`config.mk`:
```
export PLATFORM = sky130hd
export DESIGN_NAME = stfs_supervisor
export DESIGN_NICKNAME = d
export VERILOG_FILES = /design/src/core/stfs_pkg.sv /design/src/core/stfs_sticky.sv /design/src/core/stfs_supervisor.sv
export SDC_FILE = /design/constraint.sdc
export NUM_CORES = 1
export LEC_CHECK = 0
export BUFFER_PORTS_ARGS = -buffer_cell sky130_fd_sc_hd__buf_2
export CELL_PAD_IN_SITES_DETAIL_PLACEMENT = 1
export CELL_PAD_IN_SITES_GLOBAL_PLACEMENT = 1
export CORE_UTILIZATION = 35
export DETAILED_ROUTE_END_ITERATION = 12
export PLACE_DENSITY_LB_ADDON = 0.1
export REMOVE_ABC_BUFFERS = 1
export SKIP_CTS_REPAIR_TIMING = 1
export SYNTH_ARGS = -nofsm -noshare
export SYNTH_HDL_FRONTEND = slang
export SYNTH_SLANG_ARGS = --single-unit
```
`constraint.sdc`:
```
create_clock -name clk -period 1.6 [get_ports clk]
set_input_delay 0.24 -clock clk [delete_from_list [all_inputs] [get_ports clk]]
set_output_delay 0.24 -clock clk [all_outputs]
set_load 0.02 [all_outputs]
```
`src/core/stfs_pkg.sv`:
```
// Constants and carrier types for the supply and thermal fault supervisor
package stfs_pkg;
  // Short-circuit filter time, typical figure, in microseconds
  localparam int SC_FILTER_US = 4000;
  localparam int CLK_MHZ = 25;
  localparam int SC_FILTER_CYC = SC_FILTER_US * CLK_MHZ;
  // Chip cool-down time in fail-safe, microseconds (typical)
  localparam int COOL_DOWN_US = 100000;
  localparam int COOL_DOWN_CYC = COOL_DOWN_US * CLK_MHZ;
  localparam logic [1:0] FAULT_NONE = 2'h0;
  localparam logic [1:0] FAULT_OVERTEMP = 2'h1;
  localparam int NUM_HS = 4;
  localparam int NUM_LIN = 2;

  typedef enum logic [1:0] {
    STFS_NORMAL = 2'b00,
    STFS_FAILSAFE = 2'b01,
    STFS_RESTART = 2'b10
  } stfs_mode_e;

  // Raw comparator conditions from the analog side
  typedef struct packed {
    logic mainBelowReset;
    logic batteryLow;
    logic auxCurrentLimit;
    logic auxUnder;
    logic secondaryUnder;
    logic canSupplyUnder;
    logic secondaryHot;
    logic auxHot;
    logic canHot;
    logic [NUM_LIN-1:0] linHot;
    logic [NUM_HS-1:0] hsHot;
    logic mainPrewarn;
    logic chipHot;
  } stfs_cond_s;

  // Sticky flags, also used as the clear-request layout
  typedef struct packed {
    logic mainShort;
    logic flag_a;
    logic auxOvercurrent;
    logic auxUnder;
    logic secondaryUnder;
    logic canSupplyUnder;
    logic blockOvertemp;
    logic secondaryOvertemp;
    logic auxOvertemp;
    logic [NUM_HS-1:0] highside;
    logic prewarn;
    logic chipOvertemp;
  } stfs_flags_s;
endpackage : stfs_pkg

```
`src/core/stfs_sticky.sv`:
```
// Sticky flag with set-over-clear and clear only when the cause is gone
module stfs_sticky (
  input wire logic clk,
  input wire logic rstn,
  input wire logic set,
  input wire logic cause,
  input wire logic clr,
  output logic flag
);
  wire clrOk = clr & ~cause;
  always_ff @(posedge clk or negedge rstn) begin
    if (!rstn) begin
      flag <= 1'b0;
    end else if (set) begin
      flag <= 1'b1;
    end else if (clrOk) begin
      flag <= 1'b0;
    end
  end
endmodule : stfs_sticky

```
`src/core/stfs_supervisor.sv`:
```
// Supply short, undervoltage and thermal fault supervision
// Overview of operation
// - Main output not up within filter time after start: short, off, fail, fail-safe
// - After short shutdown, leave fail-safe only on CAN, LIN or wake input
// - Main output below reset threshold longer than filter time: same response
// - Short detection only while battery is above undervoltage
// - Shared load: transistor off on low battery or stop unless keep bits set
// - Shared load: only transistor cut-off diagnostics remain active
// - Stand-alone: overcurrent and undervoltage flags, transistor off on low battery
// - No short flag during main power-up until the filter time expires, no aux UV flag during aux turn-on
// - Secondary and CAN supply undervoltage flags stay until cleared
// - Secondary UV flag suppressed while that supply switches on or off
// - Block overtemp switches that block off and sets block flag
// - Block thermal monitoring only while that block is on, or for aux while load sharing
// - Secondary overtemp: off, on bits cleared, flag set, stays off
// - Stand-alone aux overtemp: off, on bits cleared, flag set
// - Shared aux overtemp: flag, off, automatic restart on recovery
// - CAN overtemp: transmitter off, status 01, auto re-enable
// - LIN overtemp: transmitter off, status 01, auto re-enable
// - Any high-side overtemp: all switches off, controls cleared, flags set
// - Thermal flags only cleared by software after recovery
// - Prewarning flag while main on, cleared only after recovery
// - Chip shutdown: fail-safe for cool-down, then restart, then normal
// - Chip overtemp flag, clear only in normal mode after recovery
module stfs_supervisor #(
  parameter int SC_CYC = stfs_pkg::SC_FILTER_CYC,
  parameter int COOL_CYC = stfs_pkg::COOL_DOWN_CYC
) (
  input wire logic clk,
  input wire logic rstn,
  input wire stfs_pkg::stfs_cond_s cond,
  input wire logic mainStartup,
  input wire logic secondarySwitching,
  input wire logic auxTurningOn,
  input wire logic loadShare,
  input wire logic stopMode,
  input wire logic aux_keep_on_low_battery,
  input wire logic shared_load_stop_keep_on,
  input wire logic wakeCan,
  input wire logic wakeLin,
  input wire logic [2:0] wake_inputs,
  input wire logic secondaryOnSet,
  input wire logic auxOnSet,
  input wire logic canOn,
  input wire logic [stfs_pkg::NUM_LIN-1:0] linOn,
  input wire logic [stfs_pkg::NUM_HS-1:0] highsideSet,
  input wire stfs_pkg::stfs_flags_s clearReq,
  output stfs_pkg::stfs_flags_s flags,
  output logic mainRegOn,
  output logic fail_outputs,
  output logic secondary_on_ctrl,
  output logic aux_on_ctrl,
  output logic auxTransistorEn,
  output logic canTxEn,
  output logic [1:0] canFaultStatus,
  output logic [stfs_pkg::NUM_LIN-1:0] linTxEn,
  output logic [1:0] lin_fault_status [stfs_pkg::NUM_LIN],
  output logic [stfs_pkg::NUM_HS-1:0] highside_switches,
  output stfs_pkg::stfs_mode_e mode
);
  import stfs_pkg::*;

  localparam int SCW = $clog2(SC_CYC + 1);
  localparam int CDW = $clog2(COOL_CYC + 1);

  logic [SCW-1:0] scCount;
  logic [CDW-1:0] coolCount;
  logic shortLatched;
  logic auxLock;
  logic secLock;
  logic hsLock;
  stfs_mode_e next_mode;
  stfs_flags_s setv;
  stfs_flags_s cause;
  stfs_flags_s clrv;

  // Short filter: counting while the main output is low, battery fine
  wire scWatch = mainRegOn & cond.mainBelowReset & ~cond.batteryLow;
  wire scExpire = scWatch && (scCount == SCW'(SC_CYC - 1));
  // Startup must still be watched by the filter; only the flag waits for timeout
  wire shortEvt = scExpire;
  wire anyWake = wakeCan | wakeLin | (|wake_inputs);

  always_ff @(posedge clk or negedge rstn) begin
    if (!rstn) begin
      scCount <= '0;
    end else if (!scWatch || scExpire) begin
      scCount <= '0;
    end else begin
      scCount <= scCount + SCW'(1);
    end
  end

  // Main regulator off after a short until a bus or pin wake
  always_ff @(posedge clk or negedge rstn) begin
    if (!rstn) begin
      shortLatched <= 1'b0;
    end else if (shortEvt) begin
      shortLatched <= 1'b1;
    end else if (anyWake) begin
      shortLatched <= 1'b0;
    end
  end
  assign mainRegOn = ~shortLatched;

  // Thermal monitors gated by block on state, for aux also by load sharing
  wire secHotEvt = secondary_on_ctrl & cond.secondaryHot;
  wire auxHotEvt = (aux_on_ctrl | loadShare) & cond.auxHot;
  wire canHotEvt = canOn & cond.canHot;
  wire [NUM_LIN-1:0] linHotEvt = linOn & cond.linHot;
  wire hsHotAny = |(highside_switches & cond.hsHot);
  wire pwEvt = mainRegOn & cond.mainPrewarn;
  wire chipEvt = mainRegOn & cond.chipHot & (mode == STFS_NORMAL);
  wire blockEvt = secHotEvt | auxHotEvt | canHotEvt | (|linHotEvt) | hsHotAny;

  // Flag sets
  always_comb begin
    setv = '0;
    setv.mainShort = shortEvt;
    setv.flag_a = shortEvt;
    setv.auxOvercurrent = ~loadShare & cond.auxCurrentLimit;
    setv.auxUnder = ~loadShare & aux_on_ctrl & ~auxTurningOn & cond.auxUnder;
    setv.secondaryUnder = cond.secondaryUnder & ~secondarySwitching;
    setv.canSupplyUnder = cond.canSupplyUnder;
    setv.blockOvertemp = blockEvt;
    setv.secondaryOvertemp = secHotEvt;
    setv.auxOvertemp = auxHotEvt;
    setv.highside = hsHotAny ? {NUM_HS{1'b1}} : '0;
    setv.prewarn = pwEvt;
    setv.chipOvertemp = chipEvt;
  end

  // Present causes that block clearing
  always_comb begin
    cause = '0;
    cause.mainShort = shortLatched;
    cause.auxOvercurrent = cond.auxCurrentLimit;
    cause.auxUnder = cond.auxUnder;
    cause.secondaryUnder = cond.secondaryUnder;
    cause.canSupplyUnder = cond.canSupplyUnder;
    cause.blockOvertemp = cond.secondaryHot | cond.auxHot | cond.canHot
      | (|cond.linHot) | (|cond.hsHot);
    cause.secondaryOvertemp = cond.secondaryHot;
    cause.auxOvertemp = cond.auxHot;
    cause.highside = cond.hsHot;
    cause.prewarn = cond.mainPrewarn;
    cause.chipOvertemp = cond.chipHot;
  end

  // Chip flag only clearable in normal mode
  always_comb begin
    clrv = clearReq;
    clrv.chipOvertemp = clearReq.chipOvertemp & (mode == STFS_NORMAL);
  end

  // One sticky cell per flag bit
  for (genvar i = 0; i < $bits(stfs_flags_s); i++) begin : gFlag
    stfs_sticky uFlag (
      .clk(clk),
      .rstn(rstn),
      .set(setv[i]),
      .cause(cause[i]),
      .clr(clrv[i]),
      .flag(flags[i])
    );
  end

  // Secondary on control, held off after overtemp until the request is rewritten
  wire secAllowed = secondaryOnSet & ~secLock;
  always_ff @(posedge clk or negedge rstn) begin
    if (!rstn) begin
      secondary_on_ctrl <= 1'b0;
      secLock <= 1'b0;
    end else if (secHotEvt) begin
      secondary_on_ctrl <= 1'b0;
      secLock <= 1'b1;
    end else begin
      secondary_on_ctrl <= secAllowed;
      secLock <= secLock & secondaryOnSet;
    end
  end

  // Stand-alone aux control cleared on overtemp and held off until the request drops
  wire auxCut = auxHotEvt & ~loadShare;
  wire auxAllowed = auxOnSet & ~auxLock;
  always_ff @(posedge clk or negedge rstn) begin
    if (!rstn) begin
      aux_on_ctrl <= 1'b0;
      auxLock <= 1'b0;
    end else if (auxCut) begin
      aux_on_ctrl <= 1'b0;
      auxLock <= 1'b1;
    end else begin
      aux_on_ctrl <= auxAllowed;
      auxLock <= auxLock & auxOnSet;
    end
  end

  // Transistor gating; shared mode restarts when temperature recovers
  wire lowBattCut = cond.batteryLow & ~aux_keep_on_low_battery;
  wire stopCut = loadShare & stopMode & ~shared_load_stop_keep_on;
  wire hotCut = loadShare & cond.auxHot;
  always_ff @(posedge clk or negedge rstn) begin
    if (!rstn) begin
      auxTransistorEn <= 1'b0;
    end else begin
      auxTransistorEn <= aux_on_ctrl & ~lowBattCut & ~stopCut & ~hotCut;
    end
  end

  // Transceiver transmitters follow temperature automatically
  always_ff @(posedge clk or negedge rstn) begin
    if (!rstn) begin
      canTxEn <= 1'b0;
      canFaultStatus <= FAULT_NONE;
    end else begin
      canTxEn <= canOn & ~cond.canHot;
      canFaultStatus <= canHotEvt ? FAULT_OVERTEMP : FAULT_NONE;
    end
  end

  for (genvar l = 0; l < NUM_LIN; l++) begin : gLin
    always_ff @(posedge clk or negedge rstn) begin
      if (!rstn) begin
        linTxEn[l] <= 1'b0;
        lin_fault_status[l] <= FAULT_NONE;
      end else begin
        linTxEn[l] <= linOn[l] & ~cond.linHot[l];
        lin_fault_status[l] <= linHotEvt[l] ? FAULT_OVERTEMP : FAULT_NONE;
      end
    end

  end

  // All high-side switches drop together and wait for all requests to drop
  wire [NUM_HS-1:0] hsAllowed = hsLock ? '0 : highsideSet;
  always_ff @(posedge clk or negedge rstn) begin
    if (!rstn) begin
      highside_switches <= '0;
      hsLock <= 1'b0;
    end else if (hsHotAny) begin
      highside_switches <= '0;
      hsLock <= 1'b1;
    end else begin
      highside_switches <= hsAllowed;
      hsLock <= hsLock & (|highsideSet);
    end
  end

  // Mode sequencing for short and chip shutdown
  wire coolDone = (coolCount == CDW'(COOL_CYC - 1));
  always_comb begin
    case (mode)
      STFS_NORMAL: next_mode = (shortEvt | chipEvt) ? STFS_FAILSAFE : STFS_NORMAL;
      STFS_FAILSAFE: begin
        if (shortEvt) begin
          next_mode = STFS_FAILSAFE;
        end else if (shortLatched) begin
          next_mode = anyWake ? STFS_RESTART : STFS_FAILSAFE;
        end else begin
          next_mode = coolDone ? STFS_RESTART : STFS_FAILSAFE;
        end
      end
      STFS_RESTART: next_mode = shortEvt ? STFS_FAILSAFE : STFS_NORMAL;
      default: next_mode = STFS_NORMAL;
    endcase
  end

  always_ff @(posedge clk or negedge rstn) begin
    if (!rstn) begin
      mode <= STFS_NORMAL;
      coolCount <= '0;
    end else begin
      mode <= next_mode;
      coolCount <= (mode == STFS_FAILSAFE && !coolDone) ? coolCount + CDW'(1) : '0;
    end
  end

  // Fail outputs while in fail-safe
  always_ff @(posedge clk or negedge rstn) begin
    if (!rstn) begin
      fail_outputs <= 1'b0;
    end else begin
      fail_outputs <= (next_mode == STFS_FAILSAFE);
    end
  end
endmodule : stfs_supervisor

```
== After elaboration in Yosys (flattened, before gate mapping) ==
Index checks and enable logic that the tools add are counted.
Widths: inputs -> output; s select.

* $add $sub $neg: 2
* Equal/unequal tests: 5
* Multiplexer cells: 52
* Bitwise gates (word level): 86
* Reductions and logical operators: 28

{| class="wikitable"
|+ Operators with widths
! cell !! count
|-
| $and 1x1->1 || 44
|-
| $mux 1 || 42
|-
| $reduce_bool 2->1 || 16
|-
| $not 1->1 || 28
|-
| $add 22x1->22 const B || 1
|-
| $eq 22x22->1 const B || 1
|-
| $mux 22 || 1
|-
| $add 17x1->17 const B || 1
|-
| $eq 17x17->1 const B || 1
|-
| $mux 17 || 1
|-
| $mux 4 || 3
|-
| $or 1x1->1 || 12
|-
| $reduce_or 4->1 || 3
|-
| $mux 2 || 4
|-
| $pmux 2 s3 || 1
|-
| $and 4x4->4 || 1
|-
| $eq 2x1->1 const B || 2
|-
| $reduce_or 2->1 || 2
|-
| $reduce_or 3->1 || 1
|-
| $and 2x2->2 || 1
|-
| $eq 2x2->1 const B || 1
|-
| $logic_and 1x1->1 || 2
|-
| $logic_not 1->1 || 2
|-
| $logic_not 2->1 || 1
|-
| $logic_or 1x1->1 || 1
|}

* Register bits after elaboration: 74
* Input port bits: 55
* Output and inout bits: 35
* Logic and storage cells: 206

== Longest topological paths before layout ==
* Word-level depth: 8
* Mapped depth: 7
* Mapped depth without buffers: 6

== Cells and area by module ==
From an unflattened synthesis, not the netlist that was laid out.

* Cells, all modules: 320
* Area total of the unflattened synthesis: 3339.5 um^2

{| class="wikitable"
|+ Modules (own cells, without submodules)
! module !! instances !! cells an instance !! area each (um^2) !! seq. area each (um^2)
|-
| stfs_supervisor || 1 || 275 || 2757.6 || 1476.4
|-
| stfs_sticky || 15 || 3 || 38.8 || 25.0
|}

== Least setup slack after synthesis ==
Ideal clock, no wire load.

* Path kind: flip-flop to flip-flop
* Start point: register coolCount[0]
* End point: register fail_outputs
* Library setup time: 0.142 ns
* Data arrival time: 1.669 ns
* Required time: 1.458 ns
* Path slack: -0.211 ns
* Stages on the path, launching flop included: 7
* Path buffers: 0
* Clock period less this slack: 1.811 ns
* Path through: dfrtp_1 > ha_1 > nand4_1 > or4b_4 > o21a_1 > o21ai_1 > a22oi_1

* Cells in the longest elaborated chain, start to end: 6

{| class="wikitable"
|+ RTL lines
! element !! line !! RTL
|-
| from (decl) || stfs_supervisor.sv:67 || <nowiki>logic [CDW-1:0] coolCount;</nowiki>
|-
| from (signal assigned) || stfs_supervisor.sv:275 || <nowiki>coolCount <= (mode == STFS_FAILSAFE && !coolDone) ? coolCount + CDW'(1) : '0;</nowiki>
|-
| $eq 22x22->1 || stfs_supervisor.sv:251 || <nowiki>wire coolDone = (coolCount == CDW'(COOL_CYC - 1));</nowiki>
|-
| $mux 2 || stfs_supervisor.sv:261 || <nowiki>next_mode = coolDone ? STFS_RESTART : STFS_FAILSAFE;</nowiki>
|-
| $mux 2 || stfs_supervisor.sv:258 || <nowiki>end else if (shortLatched) begin</nowiki>
|-
| $mux 2 || stfs_supervisor.sv:256 || <nowiki>if (shortEvt) begin</nowiki>
|-
| $pmux 2 s3 || stfs_supervisor.sv:253 || <nowiki>case (mode)</nowiki>
|-
| $eq 2x1->1 || stfs_supervisor.sv:284 || <nowiki>fail_outputs <= (next_mode == STFS_FAILSAFE);</nowiki>
|-
| to (signal assigned) || stfs_supervisor.sv:284 ||
|-
| to (decl) || stfs_supervisor.sv:50 || <nowiki>output logic fail_outputs,</nowiki>
|}

No other way between the ends.
A chain may end at the register's enable or synchronous reset.

== Worst setup path after layout ==
* Start point: register coolCount[0]
* End point: register coolCount[17]

* Cells in the longest elaborated chain, start to end: 4
* Elaborated cells on any way between the ends: 5
* Classes of those cells: 1 x add/sub; 1 x eq/ne; 1 x mux; 2 x reduce/logical

{| class="wikitable"
|+ RTL lines
! element !! line
|-
| parallel branches: the longest is 3 deep, another holds $add 22x1->22 || n/a
|-
| $mux 22 (*) || stfs_supervisor.sv:275
|}

Every way passes the cells marked *.

==> reports/results.tsv <==
metric	value	unit
cp_num_buf_inv	1	
clk_pin_slew_worst_paths	0.08	ns
slowest_delay	0.53	ns
final_nets	519	
hold_viol_final	0	
cp.depth	6	
regArea	0.00185	mm²
critPathLaunchType	register	
p_sw	0.00139	W
avgSynthCellArea	10.1	µm²
drt_iter0_markers	82	
cpLargestDelayFamily	simple AND/OR/NAND/NOR gates	
cpMaxStageDelayCell	or4b_4	
multi_input_area	0.00147	mm²
port_buffers	85	
ir_worst_vdd	0.439	mV
wl_per_cell	14.1	µm
leakage	2.24	nW
dpl_cell_area	0.00417	mm²
gr-total-overflow	0	
setup-tns-final	-2.72	ns
num_rows	35	
synth_area	0.00342	mm²
status	finished with violations	
antenna_found_initial	0	
path_max_fanout	7	
combPwrFrac	21.9	%
sw_frac_of_total	28.6	%
synth_cells	339	
rsz0062_at_grt	true	
clkSinkCount	74	
fin_crit	1.73	ns
clock.fmax	579	MHz
area_growth	35.2	%
layout-drive-gt1-share	38.1	%
worst_setup_path_end_kind	register	
clock_path_buffers	2	
hold_path_class	in2reg	
final_cell_area	0.00462	mm²
fin_ws	-0.129	ns
clk_latency	0.34	ns
numCtsBuffers	9	
violations	setup timing	
diodes	0	
power.total	0.00485	W
powerDensity	1050	mW/mm²
grt_usage	17.5	%
synth_cell_types	44	
grt_pass1_vias	3035	
htreeDepth	3	
crit_type	reg2reg	
pwr-share-clk	33.2	%
post-dp-hpwl	6.11	mm
skew	0.00865	ns
crit_chain	ha_2, nand4_1, or4b_4, o21bai_4, buf_6, nor2_1	
drt-total-wl	8.39	mm
core_area	0.00937	mm²
min_path_cells	2	
ys_warn_count	0	
cap_viol_max_count	0	
synth_area_leader_cell	dfrtp_1	
fillers	1102	
dpl.cell_count	572	
async_flop_share	100	%
grt_max_degree	39	
r2r_cells	6	
grt_pass1_wl	13.9	mm
first_pass_iters	4	
dpl_worst_slack	-0.255	ns
stdcell_count	596	
synthTopCellsByArea	dfrtp_1, xor2_1, nor2_1	
post-route-period-util	108	%
synth_edf_count	0	
cts_tree	yes	
ys_seq_area_share	54.2	%
postRouteAntennaNets	0	
synth_ff_type	dfrtp_1	
post-route-drc-count	0	
initial_core_util	36.5	%
internal-power	0.00346	W
cts_root_buf	clkbuf_8	
setup_violations	25	
die_h	101	µm
synth.top_cell.area_share	54.2	%
slew_violations	0	
final_common_cell	buf_2	
dieArea	0.0102	mm²
routed_via_density	4.81	
gp_congestion	0.729	
layout_common_cells	buf_2, dfrtp_1, buf_4	
routed-via-count	2868	
ys_ff_latch	74	
cp_data_arrival_time	1.96	ns
critPathRequiredTime	1.83	ns
die_w	101	µm
seqPwrFrac	45.0	%
ioPinCount	90	
## final timing paths
| kind | from | end | slack (ns) |
|---|---|---|---|
| worst min-delay path | secondarySwitching | gFlag[10].uFlag.flag$_DFFE_PN0P_ | 0.06 |
| worst max register to register | coolCount[0]$_DFF_PN0_ | coolCount[17]$_DFF_PN0_ | -0.13 |
| min in group asynchronous | rstn | gFlag[10].uFlag.flag$_DFFE_PN0P_ | 0.32 |
| worst min register to register | auxLock$_DFF_PN0_ | aux_on_ctrl$_DFF_PN0_ | 0.44 |
| max in group asynchronous | rstn | secLock$_DFF_PN0_ | 0.74 |
| worst max-delay path | coolCount[0]$_DFF_PN0_ | coolCount[17]$_DFF_PN0_ | -0.13 |
## synthesized netlist by cell type (all sizes together), types with 3 or more instances
master	n
nand3	13
xnor2	10
and4	5
or3	3
nor2b	5
nor4	5
xor2	23
nor3	4
nand4	13
and3	6
a21oi	7
inv	23
o21ai	19
dfrtp	74
buf	23
nand2	23
nor2	46
and2	7
## registers in the layout, summed over array words and instances (netlist names), 2 cells and up
name and cells:
coolCount 22, scCount 17, gFlag.uFlag.flag 15, highside_switches 4
linTxEn 2, lin_fault_status 2, mode 2
## routing by layer
metal  track usage, %  wire length (µm)  vias up
met5                0                 0        -
met4             6.02                97        0
met3             4.16               467        9
met2             29.6              3920       73
met1             22.0              3910     1412
li1                 -                 -     1374
## logic make-up (layout without fill, tap and decap cells)
group                    after synthesis  after routing  share of synthesized area [%]
AND/OR/NAND/NOR                      142            142                           21.7
flip-flops                            74             74                           54.2
buffers and inverters                 47            173                           7.47
AO/OA/AOI/OAI                         40             40                           7.39
XOR/XNOR                              33             33                           8.46
adder cells (fa/ha/maj)                2              2                          0.732
other                                  1              3                          0.110
## layout make-up
| type | count | share of cell area (%) |
|---|---|---|
| Clock inverter | 5 | 1.68 |
| Tap cell | 129 | 3.49 |
| Timing Repair Buffer | 134 | 18.1 |
| Clock buffer | 11 | 3.06 |
| Inverter | 23 | 1.87 |
| Sequential cell | 74 | 40.1 |
| Multi-Input combinational cell | 220 | 31.8 |
## through the flow
step | utilization, % | hold slack (ns)
finish | 49.3 | 0.0562
CTS | 46.8 | -0.221
floorplan | - | -0.0556
detailed placement | 44.5 | 0.153
global route | 49.3 | 0.0522
global placement | 44.5 | 0.150
## power groups by stage
stage                     Combinational (W)  Sequential [W]  Clock [W]
after global placement             0.000913         0.00220          0
after CTS                          0.000937         0.00218    0.00164
after floorplan                    0.000298         0.00237          0
after global routing                0.00118         0.00221    0.00173
after detailed placement           0.000938         0.00221          0
final                               0.00106         0.00218    0.00161
(Power assumes the default switching activity.)
